## src/ptc_consts.svh

```systemverilog
/*
 * Register offsets, field positions and reset values of the periodic
 * tick counter. Assumes it is included once per compilation unit user.
 */
`ifndef PTC_CONSTS_SVH
`define PTC_CONSTS_SVH

// ---------------------------------------------------------------
// Register byte offsets
// ---------------------------------------------------------------
`define PTC_OFS_CTRL 12'h000
`define PTC_OFS_COUNT 12'h004
`define PTC_OFS_LIMIT 12'h008
`define PTC_OFS_MASK 12'h00C

// ---------------------------------------------------------------
// Field positions in tick_control_status
// ---------------------------------------------------------------
`define PTC_FLAG_BIT 7
`define PTC_SRC_HI 6
`define PTC_SRC_LO 5
`define PTC_IEN_BIT 4
`define PTC_DIV_HI 3
`define PTC_DIV_LO 0

// ---------------------------------------------------------------
// Codes and reset values
// ---------------------------------------------------------------
`define PTC_SRC_LOWPWR 2'h0
`define PTC_SRC_EXT 2'h1
`define PTC_SRC_INT 2'h2
`define PTC_PIN_LOWPWR 0
`define PTC_PIN_EXT 1
`define PTC_PIN_INT 2
`define PTC_DIV_OFF 4'h0
`define PTC_CNT_ZERO 8'h00
`define PTC_LIMIT_RST 8'h00
`define PTC_MASK_RST 1'h1
`define PTC_PRE_ZERO 18'h0_0000
`define PTC_PRE_ONE 18'h0_0001

`endif

```

## src/ptc_pkg.sv

```systemverilog
/*
 * Types shared by the periodic tick counter.
 * Assumes ptc_consts.svh supplies the numeric constants.
 */
package ptc_pkg;

    // ---------------------------------------------------------------
    // Clock source pins and whole module state
    // ---------------------------------------------------------------
    typedef struct packed {
        logic irc;
        logic ext;
        logic low_pwr;
    } ptc_src_t;

    typedef struct packed {
        logic [31:0] prdata;
        logic pready;
        logic pslverr;
        logic irq;
        logic [2:0] src_meta;
        logic [2:0] src_sync;
        logic [2:0] src_last;
        logic flag;
        logic [1:0] src_sel;
        logic irq_en;
        logic [3:0] div_sel;
        logic mask;
        logic [17:0] presc;
        logic [7:0] cnt;
        logic [7:0] limit;
    } ptc_state_t;

endpackage : ptc_pkg

```

## src/ptc_periodic_tick.sv

```systemverilog
/*
 * Periodic tick counter: source select, binary/decimal prescaler,
 * 8-bit up-counter with modulo match, match flag and interrupt, APB slave.
 * Assumes source clocks far slower than core_clk_in (under a third of it)
 * and a debug indication from logic on the same clock.
 */
`timescale 1ns/1ns

`include "ptc_consts.svh"

// Operation
// - Match sets flag in control bit 7
// - Write one clears flag, zero ignored
// - Reset clears flag, source, enable, divider
// - Codes 00 low power, 01 ext, 1x int
// - New source selection clears prescaler and counter
// - Enable bit gates match flag onto interrupt
// - New divider selection clears prescaler and counter
// - Divide table for source low bit zero
// - Divide table for source low bit one
// - Keeps counting in wait mode
// - Keeps counting in shallow stop modes
// - Deep stop allows only low power source
// - Debug mode freezes prescaler and counter
// - Counting resumes from frozen value
// - Count to limit, wrap, flag on wrap
// - Limit write clears prescaler and counter
// - Count register read only
module ptc_periodic_tick (
    // Clock, reset, enable
    input wire logic core_clk_in,
    input wire logic rst_n_in,
    input wire logic clk_en_in,
    // APB slave
    input wire logic psel_in,
    input wire logic penable_in,
    input wire logic pwrite_in,
    input wire logic [11:0] paddr_in,
    input wire logic [31:0] pwdata_in,
    output logic [31:0] prdata_out,
    output logic pready_out,
    output logic pslverr_out,
    // Source clocks and power state
    input wire ptc_pkg::ptc_src_t src_clk_in,
    input wire logic deep_stop_in,
    input wire logic debug_active_in,
    // Interrupt
    output logic irq_out
);

    // ---------------------------------------------------------------
    // Divide ratio lookup
    // ---------------------------------------------------------------
    function automatic logic [17:0] ptc_divisor(input logic hi,
                                               input logic [3:0] code);
        logic [17:0] d;
        d = `PTC_PRE_ONE;
        unique case ({hi, code})
            5'h01: d = 18'h0_0008;
            5'h02: d = 18'h0_0020;
            5'h03: d = 18'h0_0040;
            5'h04: d = 18'h0_0080;
            5'h05: d = 18'h0_0100;
            5'h06: d = 18'h0_0200;
            5'h07: d = 18'h0_0400;
            5'h08: d = 18'h0_0001;
            5'h09: d = 18'h0_0002;
            5'h0A: d = 18'h0_0004;
            5'h0B: d = 18'h0_000A;
            5'h0C: d = 18'h0_0010;
            5'h0D: d = 18'h0_0064;
            5'h0E: d = 18'h0_01F4;
            5'h0F: d = 18'h0_03E8;
            5'h11: d = 18'h0_0400;
            5'h12: d = 18'h0_0800;
            5'h13: d = 18'h0_1000;
            5'h14: d = 18'h0_2000;
            5'h15: d = 18'h0_4000;
            5'h16: d = 18'h0_8000;
            5'h17: d = 18'h1_0000;
            5'h18: d = 18'h0_03E8;
            5'h19: d = 18'h0_07D0;
            5'h1A: d = 18'h0_1388;
            5'h1B: d = 18'h0_2710;
            5'h1C: d = 18'h0_4E20;
            5'h1D: d = 18'h0_C350;
            5'h1E: d = 18'h1_86A0;
            5'h1F: d = 18'h3_0D40;
            default: d = `PTC_PRE_ONE;
        endcase
        return d;
    endfunction : ptc_divisor

    // ---------------------------------------------------------------
    // State and decode
    // ---------------------------------------------------------------
    ptc_pkg::ptc_state_t s_r;
    ptc_pkg::ptc_state_t s_nxt;

    logic setup;
    logic access;
    logic wr_ctrl;
    logic wr_limit;
    logic wr_mask;
    logic mapped;
    logic src_edge;
    logic src_ok;
    logic tick;
    logic match;
    logic [7:0] wbyte;
    logic [17:0] div_last;

    assign setup = psel_in && !penable_in;
    assign access = psel_in && penable_in && s_r.pready;
    assign wbyte = pwdata_in[7:0];
    assign wr_ctrl = access && pwrite_in && paddr_in == `PTC_OFS_CTRL;
    assign wr_limit = access && pwrite_in && paddr_in == `PTC_OFS_LIMIT;
    assign wr_mask = access && pwrite_in && paddr_in == `PTC_OFS_MASK;
    assign mapped = paddr_in == `PTC_OFS_CTRL
        || paddr_in == `PTC_OFS_COUNT
        || paddr_in == `PTC_OFS_LIMIT
        || paddr_in == `PTC_OFS_MASK;

    // Edge of the chosen source, seen on synced and delayed copies only
    always_comb begin
        unique case (s_r.src_sel)
            `PTC_SRC_LOWPWR: src_edge = s_r.src_sync[`PTC_PIN_LOWPWR]
                && !s_r.src_last[`PTC_PIN_LOWPWR];
            `PTC_SRC_EXT: src_edge = s_r.src_sync[`PTC_PIN_EXT]
                && !s_r.src_last[`PTC_PIN_EXT];
            default: src_edge = s_r.src_sync[`PTC_PIN_INT]
                && !s_r.src_last[`PTC_PIN_INT];
        endcase
    end

    // Wait and shallow stop leave the core clock running, so no gating
    // here; deep stop starves the reference sources.
    assign src_ok = !deep_stop_in
        || s_r.src_sel == `PTC_SRC_LOWPWR;
    assign div_last = ptc_divisor(s_r.src_sel[0], s_r.div_sel)
        - `PTC_PRE_ONE;
    assign tick = src_edge && src_ok && !debug_active_in
        && s_r.div_sel != `PTC_DIV_OFF && s_r.presc == div_last;
    assign match = tick && s_r.cnt == s_r.limit;

    // ---------------------------------------------------------------
    // Next state
    // ---------------------------------------------------------------
    always_comb begin
        s_nxt = s_r;
        // Two stages before any logic looks at a source pin
        s_nxt.src_meta = src_clk_in;
        s_nxt.src_sync = s_r.src_meta;
        s_nxt.src_last = s_r.src_sync;

        // Prescaler and counter; frozen values resume later
        if (src_edge && src_ok && !debug_active_in
            && s_r.div_sel != `PTC_DIV_OFF) begin
            if (tick) begin
                s_nxt.presc = `PTC_PRE_ZERO;
                if (match) begin
                    s_nxt.cnt = `PTC_CNT_ZERO;
                end else begin
                    s_nxt.cnt = s_r.cnt + 8'h01;
                end
            end else begin
                s_nxt.presc = s_r.presc + `PTC_PRE_ONE;
            end
        end

        // APB answer is prepared in the setup cycle
        s_nxt.pready = setup;
        if (setup) begin
            s_nxt.pslverr = !mapped;
            s_nxt.prdata = 32'h0000_0000;
            if (!pwrite_in) begin
                unique case (paddr_in)
                    `PTC_OFS_CTRL: s_nxt.prdata[7:0] = {s_r.flag,
                        s_r.src_sel, s_r.irq_en, s_r.div_sel};
                    `PTC_OFS_COUNT: s_nxt.prdata[7:0] = s_r.cnt;
                    `PTC_OFS_LIMIT: s_nxt.prdata[7:0] = s_r.limit;
                    `PTC_OFS_MASK:
                        s_nxt.prdata[`PTC_FLAG_BIT] = s_r.mask;
                    default: s_nxt.prdata = 32'h0000_0000;
                endcase
            end
        end else begin
            s_nxt.pslverr = 1'b0;
        end

        // Register writes; count register has no write path
        if (wr_ctrl) begin
            s_nxt.src_sel = wbyte[`PTC_SRC_HI:`PTC_SRC_LO];
            s_nxt.irq_en = wbyte[`PTC_IEN_BIT];
            s_nxt.div_sel = wbyte[`PTC_DIV_HI:`PTC_DIV_LO];
            if (wbyte[`PTC_SRC_HI:`PTC_SRC_LO] != s_r.src_sel
                || wbyte[`PTC_DIV_HI:`PTC_DIV_LO] != s_r.div_sel) begin
                s_nxt.presc = `PTC_PRE_ZERO;
                s_nxt.cnt = `PTC_CNT_ZERO;
            end
        end
        if (wr_limit) begin
            s_nxt.limit = wbyte;
            s_nxt.presc = `PTC_PRE_ZERO;
            s_nxt.cnt = `PTC_CNT_ZERO;
        end
        if (wr_mask) begin
            s_nxt.mask = wbyte[`PTC_FLAG_BIT];
        end

        // Flag: a match in the clearing cycle survives the clear
        if (wr_ctrl && wbyte[`PTC_FLAG_BIT]) begin
            s_nxt.flag = 1'b0;
        end
        if (match) begin
            s_nxt.flag = 1'b1;
        end

        // Level request, registered so the pin never glitches
        s_nxt.irq = s_nxt.flag && s_nxt.irq_en && s_nxt.mask;
    end

    // ---------------------------------------------------------------
    // State register
    // ---------------------------------------------------------------
    always_ff @(posedge core_clk_in or negedge rst_n_in) begin
        if (!rst_n_in) begin
            s_r <= '0;
            s_r.mask <= `PTC_MASK_RST;
            s_r.limit <= `PTC_LIMIT_RST;
        end else if (clk_en_in) begin
            s_r <= s_nxt;
        end
    end

    assign prdata_out = s_r.prdata;
    assign pready_out = s_r.pready;
    assign pslverr_out = s_r.pslverr;
    assign irq_out = s_r.irq;
endmodule : ptc_periodic_tick

```

## config.mk

```make
export PLATFORM = sky130hd
export DESIGN_NAME = ptc_periodic_tick
export DESIGN_NICKNAME = d
export VERILOG_FILES = /design/src/ptc_pkg.sv /design/src/ptc_periodic_tick.sv
export VERILOG_INCLUDE_DIRS = /design/src
export SDC_FILE = /design/constraint.sdc
export NUM_CORES = 1
export LEC_CHECK = 0
export ABC_AREA = 1
export CAP_MARGIN = 40
export CORE_MARGIN = 8
export CORE_UTILIZATION = 50
export CTS_BUF_LIST = sky130_fd_sc_hd__clkbuf_8
export DETAILED_ROUTE_END_ITERATION = 8
export DONT_BUFFER_PORTS = 1
export GPL_ROUTABILITY_DRIVEN = 0
export SLEW_MARGIN = 25
export SYNTH_ARGS = -nofsm -noshare
export SYNTH_HDL_FRONTEND = slang
export SYNTH_SLANG_ARGS = --single-unit
```

## constraint.sdc

```tcl
create_clock -name core_clk_in -period 6.1 [get_ports core_clk_in]
set_clock_uncertainty 0.05 [all_clocks]
set_input_delay 1.22 -clock core_clk_in [delete_from_list [all_inputs] [get_ports core_clk_in]]
set_output_delay 1.22 -clock core_clk_in [all_outputs]
set_load 0.01 [all_outputs]
```

==> results.json <==
{
  "status": "complete, no violations",
  "max_freq_mhz": 274,
  "setup.worst_path.start_class": "register",
  "drc": 0,
  "endpoint_kind": "register",
  "combPwrFrac_pct": 19.3,
  "yosys_warnings": 0,
  "grt_max_degree": 64,
  "vias_per_cell": 5.38,
  "internal_power_uw": 688,
  "cts.clk_slew.worst_paths_ps": 90,
  "fp.dieW_um": 119,
  "finalSetupViolCount": 0,
  "max_stage_delay_ps": 630,
  "start_util_pct": 51.4,
  "crit_arrival_ps": 3850,
  "final.min_clock_period_ps": 3650,
  "routed-wl-met3_um": 850,
  "critPathMaxFanout": 10,
  "synth_top_family_by_area": "simple AND/OR/NAND/NOR gates",
  "holdPathEnd": "s_nxt[43]",
  "rsz0062_at_grt": "no",
  "ctsResizeCount": 0,
  "cts_setup_buffers": 0,
  "criticalPathCategory": "register to register",
  "synth_area_um2": 5310,
  "synth_compound_area_share_pct": 10.7,
  "cp_slowest_cell": "dfrtp_1",
  "hp-start": "s_nxt[46]",
  "wire_per_inst_um": 15.5,
  "ys_ff_latch": 63,
  "power_frac_clock_pct": 33.4,
  "cp_common_cell": "nand2_1",
  "cts.htree.levels": 3,
  "num_antenna_cells": 0,
  "synth_area_leader_cell": "dfrtp_1",
  "hold_viol": 0,
  "antenna_found_initial": 0,
  "hp-class": "register to register",
  "relSlewSlack_pct": 49.4,
  "netSwitchingFraction_pct": 34.7,
  "synth-simple-area-share_pct": 39.1,
  "max_cap_violations": 0,
  "post-synth-top-area-fraction_pct": 29.2,
  "grt_overflow_total": 0,
  "final_cell_area_um2": 5410,
  "core_area_um2": 10300,
  "netlist_top_cells_area": "dfrtp_1 (29%), nand2_1 (18%), inv_1 (6.2%)",
  "yosysSeqAreaShare_pct": 29.7,
  "synth_xor_xnor_area_share_pct": 3.96,
  "dr_wl_met2_um": 6690,
  "drt-total-wl_um": 14300,
  "cts_buffers": 9,
  "grt_usage_pct": 20.1,
  "tns_ps": 0,
  "wl_met1_um": 6320,
  "reg2reg_from": "s_r[35]",
  "rrSetupSlack_ps": 2450,
  "fin_crit_sh_pct": 59.9,
  "powerDensity_nw_per_um2": 195,
  "power_leakage_nw": 2.68,
  "routed.top_layer": "met4",
  "cts_buffer_depth": 2,
  "r2r_cells": 19,
  "root_buffer": "clkbuf_8",
  "num_vias": 4957,
  "grt_pass1_wl_um": 23400,
  "hpwlAfterDp_um": 10800,
  "ios": 90,
  "cp.required_ps": 6300,
  "grt_pass1_vias": 4785,
  "dieArea_um2": 14200,
  "clkLatencyLatePin_ps": 360,
  "dr.pass1.iters": 5,
  "reg2reg_to": "s_r[14]",
  "synthAdderAreaFrac_pct": 2.12,
  "holdWs_ps": 433,
  "syn_inst": 792,
  "cp_cell_sequence": "inv_2 > ha_1 > or2_1 > nand2_1 > nand2_1 > inv_2 > nand3_1 > nor2_4 > nand3_2 > nand3_2 > nand2_1 > nor2_1 > nand4_1 > nor2_2 > o21ai_1 > nand2_1 > nand2_1 > nand2_1 > nand2_1",
  "drt_iter0_markers": 310,
  "pre_cts_ws_ps": 2410,
  "postPlaceCellArea_um2": 5230,
  "tightest_slew_ps": 752,
  "nets": 845,
  "ctsHoldBuffers": 0,
  "power_switching_uw": 365,
  "ir_worst_vdd_v": 0.000123,
  "cts_tree": "done",
  "die_height_um": 119,
  "drv_slew": 0,
  "synth_cell_type_count": 49,
  "drive_above_1_share_pct": 10.6,
  "pwr-share-seq_pct": 47.3,
  "area_growth_pct": 1.93,
  "numClockSinks": 63,
  "rows": 37,
  "port_buffers": 0,
  "muxShareOfSynthArea_pct": 0.636,
  "synth_area_per_cell_um2": 6.71,
  "min_path_cells": 2,
  "ant_nets": 0,
  "layout_setup_ws_ps": 2450,
  "fill_cells": 1071
}
worst max-delay path by stage:
| stage | to | slack, ps | cells past startpoint | from |
|---|---|---|---|---|
| after floorplan | s_r[31] | 3100 | 10 | paddr_in[5] |
| after global placement | s_r[31] | 2500 | 11 | paddr_in[5] |
| after detailed placement | s_r[22] | 2410 | 11 | paddr_in[9] |
| after CTS | s_r[14] | 2520 | 19 | s_r[35] |
| after global routing | s_r[14] | 2230 | 19 | s_r[36] |
| final | s_r[14] | 2450 | 19 | s_r[35] |
cells by family after synthesis:
logic type | Yosys count
fa+ha+maj | 9
mux | 3
xor+xnor | 24
buf+inv | 147
simple gates | 448
other cells | 1
flops | 63
compound gates | 97
metrics by stage:
step,util (%),power [mW],cells
2_1_floorplan,-,0.671,815
3_3_place_gp,50.7,0.698,906
3_5_place_dp,50.7,0.705,906
4_1_cts,52.4,1.06,922
5_1_grt,52.4,1.11,922
6_report,52.4,1.05,922
layout by cell type (no fill, tap or decap), types with 9 or more instances in the layout:
cell type and instances:
o21ai_0 41, nand3_1 64, o22ai_1 13, nand2_2 13, ha_1 9, nand4_1 17
clkbuf_8 10, xor2_1 19, inv_1 88, nor2_1 45, nor2_2 13, nor3_1 10
conb_1 24, a21oi_1 16, nand3_2 9, nand2_1 251, o21ai_1 11, dfrtp_1 62
routing by layer:
metal	track usage, %	vias up
li1	-	2487
met1	24.5	2291
met2	33.4	157
met3	4.68	22
met4	8.38	0
met5	0	-
power by group through the flow:
stage / combinational [mW] / clock [mW] / sequential [mW]
after floorplan: 0.178 / 0 / 0.493
after global placement: 0.195 / 0 / 0.504
after detailed placement: 0.200 / 0 / 0.505
after CTS: 0.201 / 0.361 / 0.497
after global routing: 0.232 / 0.377 / 0.504
final: 0.204 / 0.352 / 0.498
area by class of cell:
type / count / area, um2 / area share, %
Sequential cell: 63 / 1580 / 29.1
Multi-Input combinational cell: 605 / 3090 / 57.1
Timing Repair Buffer: 1 / 7.51 / 0.139
Clock buffer: 10 / 138 / 2.54
Clock inverter: 6 / 43.8 / 0.809
Tap cell: 136 / 170 / 3.14
Inverter: 101 / 387 / 7.14
state kept, by name, summed over array words and instances (netlist names):
signal / flops
irq_out: 1
prdata_out: 8
pready_out: 1
pslverr_out: 1
s_nxt: 6
s_r: 46
worst max-delay path: cells and delay by family (launching register included):
family / cells / cell delay (ps)
DFF: 1 / 630
adders and majority gates: 1 / 320
and+or+nand+nor: 15 / 2170
AOI/OAI and AO/OA: 1 / 100
buffers and inverters: 2 / 270
cell usage after synthesis, drive strengths merged:
cell,n
xnor2,5
a32o,1
conb,1
nand3,73
clkinv,3
o32ai,3
nor4,6
o2111ai,1
nor3,11
nand4,19
o211ai,2
buf,41
o22ai,13
a21boi,2
inv,98
a31oi,1
o221ai,2
o21bai,2
a22o,2
dfrtp,62
xor2,19
a21oi,16
mux2,3
o21ai,52
dfstp,1
ha,9
nand3b,4
nand2,266
nor2,65
or2,4
clkbuf,5
Note: power is estimated with default switching activity, not from simulation.
